[config.mk]
export PLATFORM = sky130hd
export DESIGN_NAME = cci_top
export DESIGN_NICKNAME = d
export VERILOG_FILES = /design/src/hdl/cci_pkg.sv /design/src/hdl/cci_top.sv
export SDC_FILE = /design/constraint.sdc
export NUM_CORES = 1
export LEC_CHECK = 0
export BUFFER_PORTS_ARGS = -buffer_cell sky130_fd_sc_hd__buf_2
export CAP_MARGIN = 20
export CORE_UTILIZATION = 52
export DETAILED_ROUTE_END_ITERATION = 6
export GPL_TIMING_DRIVEN = 0
export PLACE_DENSITY = 0.84
export SYNTH_ARGS = -nofsm -noshare
export SYNTH_HDL_FRONTEND = slang
export SYNTH_SLANG_ARGS = --single-unit
[constraint.sdc]
create_clock -name aclk -period 3.27 [get_ports aclk]
set_input_delay 0.4905 -clock aclk [delete_from_list [all_inputs] [get_ports aclk]]
set_output_delay 0.4905 -clock aclk [all_outputs]
set_load 0.01 [all_outputs]
[src/hdl/cci_pkg.sv]
/*
  Constants, register map and carrier types for the comparator change
  interrupt block. Assumes an AXI4-Lite master with 32-bit data.
*/
// Behaviour
// - Change flag sets when either comparator output differs from its latched copy
// - Both comparator outputs read back in control register bits 7:6
// - Change flag sits at bit 6 of the peripheral flag register
// - Only a software write of zero clears the flag; writing one sets it
// - Interrupt enabled only with local, peripheral and global enables all set
// - Flag still sets while any enable is clear
// - A change coinciding with a control register read may miss the flag
// - Any control register access relatches outputs and ends the mismatch
// - Mismatch keeps setting flag; access control register before clearing
// - Comparators run in sleep; enabled change flag wakes the device
// - Waking from sleep leaves the control register unchanged
// - Reset forces the control register to reset state, mode 000
// - Reset mode makes all comparator pins analog inputs
// - Comparators stay powered down throughout reset
// - Global enable is bit 7 of the interrupt control register
package cci_pkg;
  localparam logic [7:0] CCI_OFF_CTRL    = 8'h1f;
  localparam logic [7:0] CCI_OFF_FLAGS   = 8'h0c;
  localparam logic [7:0] CCI_OFF_ENABLES = 8'h8c;
  localparam logic [7:0] CCI_OFF_INTCTL  = 8'h0b;
  localparam logic [7:0] CCI_OFF_SLEEP   = 8'h20;
  localparam int CCI_BIT_OUT2   = 7;
  localparam int CCI_BIT_OUT1   = 6;
  localparam int CCI_BIT_INSEL  = 3;
  localparam int CCI_BIT_FLAG   = 6;
  localparam int CCI_BIT_ENA    = 6;
  localparam int CCI_BIT_PERIPHERAL_IRQ_ENABLE   = 6;
  localparam int CCI_BIT_GIE    = 7;
  localparam int CCI_BIT_SLEEP  = 0;
  localparam logic [2:0] CCI_MODE_RESET = 3'h0;
  localparam logic [2:0] CCI_MODE_OFF   = 3'h7;
  localparam logic [3:0] CCI_CTRL_RST   = 4'h0;
  localparam logic [1:0] CCI_RESP_OKAY   = 2'h0;
  localparam logic [1:0] CCI_RESP_SLVERR = 2'h2;

  typedef struct packed {
    logic       in_select;
    logic [2:0] mode;
  } cci_ctrl_t;

  typedef struct packed {
    logic irq_req;
    logic wake;
    logic analog_pins;
    logic powered_down;
  } cci_status_t;
endpackage

[src/hdl/cci_top.sv]
/*
  Comparator change interrupt block: AXI4-Lite register slave, output
  latching, change flag, enable gating and sleep wake. Assumes comparator
  outputs are synchronous to aclk.
*/
// Chosen here: the AXI4-Lite slave port.
`timescale 1ns/100ps
`default_nettype none
module cci_top
  import cci_pkg::*;
#(
  parameter int ADDR_W = 12
) (
  input  wire logic              aclk,
  input  wire logic              aresetn,
  input  wire logic [ADDR_W-1:0] s_axi_awaddr,
  input  wire logic              s_axi_awvalid,
  output logic                   s_axi_awready,
  input  wire logic [31:0]       s_axi_wdata,
  input  wire logic [3:0]        s_axi_wstrb,
  input  wire logic              s_axi_wvalid,
  output logic                   s_axi_wready,
  output logic [1:0]             s_axi_bresp,
  output logic                   s_axi_bvalid,
  input  wire logic              s_axi_bready,
  input  wire logic [ADDR_W-1:0] s_axi_araddr,
  input  wire logic              s_axi_arvalid,
  output logic                   s_axi_arready,
  output logic [31:0]            s_axi_rdata,
  output logic [1:0]             s_axi_rresp,
  output logic                   s_axi_rvalid,
  input  wire logic              s_axi_rready,
  input  wire logic              first_comparator_output,
  input  wire logic              second_comparator_output,
  output logic [2:0]             comparator_mode_field,
  output logic                   comparator_input_select,
  output cci_status_t            status
);
  // Register index comes from address bits 9:2, so a narrower bus cannot reach the map
  initial begin
    if (ADDR_W < 10) $error("ADDR_W too small");
    if (ADDR_W > 32) $error("ADDR_W too large");
    if (CCI_BIT_OUT2 > 7 || CCI_BIT_OUT1 > 7 || CCI_BIT_FLAG > 7) $error("bit position outside the byte");
    if (CCI_BIT_ENA > 7 || CCI_BIT_GIE > 7 || CCI_BIT_PERIPHERAL_IRQ_ENABLE > 7) $error("bit position outside the byte");
    if (CCI_BIT_INSEL != 3 || CCI_BIT_SLEEP > 7) $error("control layout mismatch");
  end

  typedef enum logic [2:0] {
    W_IDLE = 3'b001,
    W_EXEC = 3'b010,
    W_RESP = 3'b100
  } cci_wstate_t;

  function automatic logic [7:0] reg_sel(input logic [ADDR_W-1:0] a);
    reg_sel = (a[1:0] == 2'h0) ? a[9:2] : 8'hff;
  endfunction

  function automatic logic is_mapped(input logic [7:0] s);
    is_mapped = (s == CCI_OFF_CTRL) || (s == CCI_OFF_FLAGS) || (s == CCI_OFF_ENABLES) ||
                (s == CCI_OFF_INTCTL) || (s == CCI_OFF_SLEEP);
  endfunction

  cci_wstate_t   wst_q;
  logic          aw_got_q;
  logic          w_got_q;
  logic [7:0]    wsel_q;
  logic [7:0]    wdat_q;
  logic          wstrb0_q;
  cci_ctrl_t     ctrl_q;
  logic          flag_q;
  logic          ena_q;
  logic          peripheral_irq_enable_q;
  logic          gie_q;
  logic          sleep_q;
  logic [7:0]    intctl_lo_q;
  logic [7:0]    rsel_q;
  logic          rd_pend_q;
  logic          mismatch;
  logic          wr_do;
  logic          rd_do;
  logic          ctrl_access;
  logic          flag_wr;
  logic          irq_d;
  logic          wake_d;

  logic          wr_ctrl;
  logic          wr_enables;
  logic          wr_intctl;
  logic          wr_sleep;
  logic          rd_ctrl;

  logic [1:0]    cmp_live;
  logic [1:0]    cmp_lat_q;
  logic [1:0]    cmp_diff;
  logic [7:0]    rbyte;

  // Write strobe for one register; only byte lane 0 carries data
  function automatic logic wr_hit(input logic [7:0] s, input logic [7:0] off, input logic go, input logic lane0);
    wr_hit = go && lane0 && (s == off);
  endfunction

  assign wr_do      = (wst_q == W_EXEC);
  assign rd_do      = rd_pend_q && !s_axi_rvalid;
  assign flag_wr    = wr_hit(wsel_q, CCI_OFF_FLAGS, wr_do, wstrb0_q);
  assign wr_ctrl    = wr_hit(wsel_q, CCI_OFF_CTRL, wr_do, wstrb0_q);
  assign wr_enables = wr_hit(wsel_q, CCI_OFF_ENABLES, wr_do, wstrb0_q);
  assign wr_intctl  = wr_hit(wsel_q, CCI_OFF_INTCTL, wr_do, wstrb0_q);
  assign wr_sleep   = wr_hit(wsel_q, CCI_OFF_SLEEP, wr_do, wstrb0_q);
  assign rd_ctrl    = rd_do && (rsel_q == CCI_OFF_CTRL);

  // Mismatch ends on any access, read or write, of the control register
  // A write with lane 0 off still counts as an access
  assign ctrl_access = (wr_do && wsel_q == CCI_OFF_CTRL) || rd_ctrl;
  assign cmp_live    = {second_comparator_output, first_comparator_output};
  assign mismatch    = |cmp_diff;
  assign irq_d       = flag_q && ena_q && peripheral_irq_enable_q && gie_q;
  // Wake ignores the global enable, so a masked core still leaves sleep
  assign wake_d      = sleep_q && flag_q && ena_q && peripheral_irq_enable_q;

  // Write address and data taken in either order
  always_ff @(posedge aclk) begin
    if (!aresetn) begin
      wst_q         <= W_IDLE;
      aw_got_q      <= 1'b0;
      w_got_q       <= 1'b0;
      wsel_q        <= 8'h00;
      wdat_q        <= 8'h00;
      wstrb0_q      <= 1'b0;
      s_axi_awready <= 1'b0;
      s_axi_wready  <= 1'b0;
      s_axi_bvalid  <= 1'b0;
      s_axi_bresp   <= CCI_RESP_OKAY;
    end else begin
      s_axi_awready <= 1'b0;
      s_axi_wready  <= 1'b0;
      case (wst_q)
        W_IDLE: begin
          if (s_axi_awvalid && !aw_got_q && !s_axi_awready) begin
            s_axi_awready <= 1'b1;
            aw_got_q      <= 1'b1;
            wsel_q        <= reg_sel(s_axi_awaddr);
          end
          if (s_axi_wvalid && !w_got_q && !s_axi_wready) begin
            s_axi_wready <= 1'b1;
            w_got_q      <= 1'b1;
            wdat_q       <= s_axi_wdata[7:0];
            wstrb0_q     <= s_axi_wstrb[0];
          end
          if (aw_got_q && w_got_q) begin
            wst_q <= W_EXEC;
          end
        end
        W_EXEC: begin
          s_axi_bvalid <= 1'b1;
          s_axi_bresp  <= is_mapped(wsel_q) ? CCI_RESP_OKAY : CCI_RESP_SLVERR;
          wst_q        <= W_RESP;
        end
        W_RESP: begin
          if (s_axi_bready) begin
            s_axi_bvalid <= 1'b0;
            aw_got_q     <= 1'b0;
            w_got_q      <= 1'b0;
            wst_q        <= W_IDLE;
          end
        end
        default: wst_q <= W_IDLE;
      endcase
    end
  end

  // Read channel: one read under way at a time
  always_ff @(posedge aclk) begin
    if (!aresetn) begin
      rd_pend_q     <= 1'b0;
      rsel_q        <= 8'h00;
      s_axi_arready <= 1'b0;
      s_axi_rvalid  <= 1'b0;
      s_axi_rdata   <= 32'h0000_0000;
      s_axi_rresp   <= CCI_RESP_OKAY;
    end else begin
      s_axi_arready <= 1'b0;
      if (s_axi_arvalid && !rd_pend_q && !s_axi_arready) begin
        s_axi_arready <= 1'b1;
        rd_pend_q     <= 1'b1;
        rsel_q        <= reg_sel(s_axi_araddr);
      end
      if (rd_do) begin
        s_axi_rvalid <= 1'b1;
        s_axi_rdata  <= {24'h00_0000, rbyte};
        s_axi_rresp  <= is_mapped(rsel_q) ? CCI_RESP_OKAY : CCI_RESP_SLVERR;
      end
      if (s_axi_rvalid && s_axi_rready) begin
        s_axi_rvalid <= 1'b0;
        rd_pend_q    <= 1'b0;
      end
    end
  end

  // Live outputs read back in the top bits; the read also relatches them
  always_comb begin
    rbyte = 8'h00;
    case (rsel_q)
      CCI_OFF_CTRL: begin
        rbyte[CCI_BIT_OUT2] = second_comparator_output;
        rbyte[CCI_BIT_OUT1] = first_comparator_output;
        rbyte[CCI_BIT_INSEL:0] = ctrl_q;
      end
      CCI_OFF_FLAGS:   rbyte[CCI_BIT_FLAG] = flag_q;
      CCI_OFF_ENABLES: rbyte[CCI_BIT_ENA]  = ena_q;
      CCI_OFF_INTCTL:  rbyte = {gie_q, peripheral_irq_enable_q, intctl_lo_q[5:0]};
      CCI_OFF_SLEEP:   rbyte[CCI_BIT_SLEEP] = sleep_q;
      default:         rbyte = 8'h00;
    endcase
  end

  // Reset forces mode 000; sleep and wake never touch this register
  always_ff @(posedge aclk) begin
    if (!aresetn) begin
      ctrl_q <= CCI_CTRL_RST;
    end else if (wr_ctrl) begin
      ctrl_q <= wdat_q[CCI_BIT_INSEL:0];
    end
  end

  // One latch per comparator; a change in the access cycle is absorbed, so may not flag
  for (genvar i = 0; i < 2; i++) begin : g_lat
    always_ff @(posedge aclk) begin
      if (!aresetn) begin
        cmp_lat_q[i] <= 1'b0;
      end else if (ctrl_access) begin
        cmp_lat_q[i] <= cmp_live[i];
      end
    end

    assign cmp_diff[i] = (cmp_live[i] != cmp_lat_q[i]);
  end

  // Hardware set wins over software clear; enables play no part here
  always_ff @(posedge aclk) begin
    if (!aresetn) begin
      flag_q <= 1'b0;
    end else if (mismatch && !ctrl_access) begin
      flag_q <= 1'b1;
    end else if (flag_wr) begin
      flag_q <= wdat_q[CCI_BIT_FLAG];
    end
  end

  // Local comparator enable
  always_ff @(posedge aclk) begin
    if (!aresetn) begin
      ena_q <= 1'b0;
    end else if (wr_enables) begin
      ena_q <= wdat_q[CCI_BIT_ENA];
    end
  end

  // Global and peripheral enables; low bits are plain storage
  always_ff @(posedge aclk) begin
    if (!aresetn) begin
      peripheral_irq_enable_q      <= 1'b0;
      gie_q       <= 1'b0;
      intctl_lo_q <= 8'h00;
    end else if (wr_intctl) begin
      gie_q       <= wdat_q[CCI_BIT_GIE];
      peripheral_irq_enable_q      <= wdat_q[CCI_BIT_PERIPHERAL_IRQ_ENABLE];
      intctl_lo_q <= {2'h0, wdat_q[5:0]};
    end
  end

  // Sleep set by software, dropped by an enabled wake
  always_ff @(posedge aclk) begin
    if (!aresetn) begin
      sleep_q <= 1'b0;
    end else if (wake_d) begin
      sleep_q <= 1'b0;
    end else if (wr_sleep) begin
      sleep_q <= wdat_q[CCI_BIT_SLEEP];
    end
  end

  // Pin-side mode and select, registered so the pins never glitch mid-write
  always_ff @(posedge aclk) begin
    if (!aresetn) begin
      comparator_mode_field   <= CCI_MODE_RESET;
      comparator_input_select <= 1'b0;
    end else begin
      comparator_mode_field   <= ctrl_q.mode;
      comparator_input_select <= ctrl_q.in_select;
    end
  end

  // Request to the core one cycle after the gate opens
  always_ff @(posedge aclk) begin
    if (!aresetn) begin
      status.irq_req <= 1'b0;
    end else begin
      status.irq_req <= irq_d;
    end
  end

  // Wake is a pulse; sleep drops in the same edge
  always_ff @(posedge aclk) begin
    if (!aresetn) begin
      status.wake <= 1'b0;
    end else begin
      status.wake <= wake_d;
    end
  end

  // Reset mode keeps every comparator pin analog
  always_ff @(posedge aclk) begin
    if (!aresetn) begin
      status.analog_pins <= 1'b1;
    end else begin
      status.analog_pins <= (ctrl_q.mode == CCI_MODE_RESET);
    end
  end

  // Power-down held through reset
  // Mode 111 turns comparators off, the low-power choice for sleep
  always_ff @(posedge aclk) begin
    if (!aresetn) begin
      status.powered_down <= 1'b1;
    end else begin
      status.powered_down <= (ctrl_q.mode == CCI_MODE_OFF);
    end
  end
endmodule
`default_nettype wire

==> results.json <==
{
  "status": "finished clean",
  "cap_violations": 0,
  "max_slew_margin": 0.603,
  "power_density_nw_per_um2": 485,
  "switching_power_w": 0.000491,
  "drive_above_1_share": 0.267,
  "cts_hold_buf": 0,
  "clock_sinks": 71,
  "coreArea_sq_um": 5640,
  "met1_usage": 0.285,
  "cts_setup_buffers": 0,
  "via_count": 2705,
  "setup.worst_path.start_class": "register",
  "p_sw_frac": 0.270,
  "syn_area_per_cell_sq_um": 9.18,
  "worstMarginPinSlew_ns": 0.594,
  "die_w_um": 79.3,
  "final-seq-area_sq_um": 1420,
  "worstSkewPairLatency_ns": 0.34,
  "leakage_nw": 1.76,
  "clkTransAtPathRegs_ns": 0.07,
  "rsz0062_at_grt": "false",
  "grtUsageTotal": 0.236,
  "drv_slew": 0,
  "internal-power_w": 0.00133,
  "postCtsResizedCells": 0,
  "clock-root-buffer": "clkbuf_8",
  "synth-seq-cells": 71,
  "syn_to_final_growth_pct": 21.1,
  "grt-busiest-layer": "met2",
  "pin_count": 118,
  "synth.top_cell.area_share": 0.458,
  "drt_iter0_drc": 293,
  "synth.distinct_cells": 48,
  "pwr-share-comb": 0.131,
  "die_y_um": 79.3,
  "final_common_cell": "dfxtp_1",
  "fill_cells": 469,
  "fmax_mhz": 580,
  "final-setup-viol-count": 0,
  "dieArea_sq_um": 6280,
  "synth_edf_count": 0,
  "period_minus_slack_ns": 1.73,
  "drc": 0,
  "cts_tree": "done",
  "insertedDiodeCount": 0,
  "fin_nets": 502,
  "p_seq_frac": 0.522,
  "synth_flop_cell": "dfxtp_1",
  "synth_cells": 338,
  "h-tree-depth": 3,
  "num_rows": 27,
  "antenna_found_initial": 0,
  "ant_nets": 0,
  "multi_input_area_sq_um": 1500,
  "setup_tns_ns": 0,
  "yosys_warnings": 0,
  "synth_area_leaders": "dfxtp_1 46%, mux2i_1 8.4%, buf_4 6.3%, nor2_1 6.2%, nor3_1 3.2%",
  "finalWirelength_mm": 7.02,
  "grt_pass1_vias": 2498,
  "synth_area_sq_um": 3100,
  "grt_pass1_wl_mm": 11.3,
  "yosysSeqAreaShare": 0.458,
  "path_max_fanout": 6,
  "gr-usage-met2": 0.400,
  "first_pass_iters": 4,
  "finalCritPeriodShare": 0.528,
  "yosys.area.top_type": "dfxtp_1",
  "cts_buffers": 9,
  "grt_max_degree": 12,
  "cts_buffer_depth": 2,
  "cp.required_ns": 3.51,
  "endpoint_kind": "register",
  "port_buffers": 59,
  "mostFrequentLayoutCells": "71 x dfxtp_1, 64 x buf_2, 51 x nor2_1",
  "critical_path_class": "register to register",
  "avgRoutedWirePerCell_um": 13.8,
  "hold_viol": 0,
  "gp_congestion": 0.889,
  "clock_skew_ns": 0.0105,
  "total_power_w": 0.00182,
  "initial_core_util": 0.550,
  "async_flop_share": 0,
  "peakVddDrop_v": 0.000308,
  "viasPerCell": 5.30,
  "clkPwrFrac": 0.347,
  "grt_overflow_total": 0,
  "hpwl_mm": 5.13,
  "hold_class": "input pin to register",
  "cp.arrival_ns": 1.96,
  "use_met3": 0.0609
}
==> layer usage <==
layer  vias up  part of all wire
met1      1245              0.42
met2       117              0.49
met3         8             0.077
met5         -                 0
li1       1335                 -
met4         0             0.015
==> registers in the layout, indices dropped and copies added, names as in the netlist, 3 cells and up <==
signal                 flops
comparator_mode_field      3
ctrl_q                     4
intctl_lo_q                6
rsel_q                     8
s_axi_rdata                8
status                     4
wdat_q                     8
wsel_q                     8
wst_q                      3
==> power groups by stage <==
stage / clock network, W / logic [W] / registers, W
floorplan: 0 / 0.000173 / 0.000961
global placement: 0 / 0.000228 / 0.000967
detailed placement: 0 / 0.000235 / 0.000971
CTS: 0.000636 / 0.000237 / 0.000950
global route: 0.000679 / 0.000266 / 0.000956
finish: 0.000633 / 0.000239 / 0.000951
==> through the flow <==
stage / util / instance area (sq um) / cells / worst slack, ns / hold slack, ns
final: 0.666 / 3760 / 510 / 1.54 / 0.382
after global routing: 0.666 / 3760 / 510 / 1.42 / 0.401
after CTS: 0.666 / 3760 / 510 / 1.55 / 0.375
after detailed placement: 0.635 / 3580 / 494 / 1.40 / 0.448
after global placement: 0.635 / 3580 / 494 / 1.50 / 0.440
after floorplan: - / 3200 / 363 / 1.83 / 0.447
==> worst max-delay path, cell delays in order, from the launching register on <==
cell      delay, ns
dfxtp_1        0.37
or3b_4         0.43
nor4_4         0.48
a221oi_1       0.12
o21a_1         0.22
==> cell families after synthesis <==
| family | count (synthesis) | share of synthesized area |
|---|---|---|
| buffers and inverters | 45 | 0.0879 |
| and+or+nand+nor | 140 | 0.249 |
| other | 1 | 0.00121 |
| xor gates and xnor gates | 3 | 0.00847 |
| AOI/OAI and AO/OA | 50 | 0.104 |
| DFF | 71 | 0.458 |
| muxes | 28 | 0.0911 |
==> synth_stat cells, types with 2 or more instances <==
master and instances:
dfxtp_1 71, nor2_1 51, buf_4 26, mux2i_1 26, nor3_1 20, nand2_1 16, a21oi_1 13, a211oi_1 9
a31oi_1 9, clkbuf_1 9, nand3_1 9, a22oi_1 6, and3_1 5, buf_2 5, and2_1 4, o21ai_0 4
buf_1 3, nand2b_1 3, nor2b_1 3, nor3b_1 3, nor4b_1 3, o21a_1 3, xnor2_1 3, and4_1 2
and4bb_2 2, mux2_1 2, nand3_2 2, nand3b_1 2, nand4_1 2, nand4b_1 2, nor4b_2 2, or2_2 2
==> worst paths after layout <==
check	cells after the start	endpoint	slack, ns	from
setup / recovery	4	flag_q	1.54	rsel_q[3]
hold / removal	3	wdat_q[4]	0.38	s_axi_wdata[4]
setup reg to reg	4	flag_q	1.54	rsel_q[3]
hold reg to reg	2	s_axi_rdata[1]	0.45	s_axi_rdata[1]
==> area by class of cell <==
| class | instances | share of cell area |
|---|---|---|
| well taps | 72 | 0.0240 |
| plain buffers | 43 | 0.0706 |
| inverters | 2 | 0.00200 |
| flip-flops and latches | 71 | 0.378 |
| repair buffers | 59 | 0.0786 |
| multi-input cells | 247 | 0.400 |
| clock inverters | 3 | 0.00466 |
| clock buffers | 13 | 0.0423 |
No activity file was read; power rests on OpenSTA's default activity.
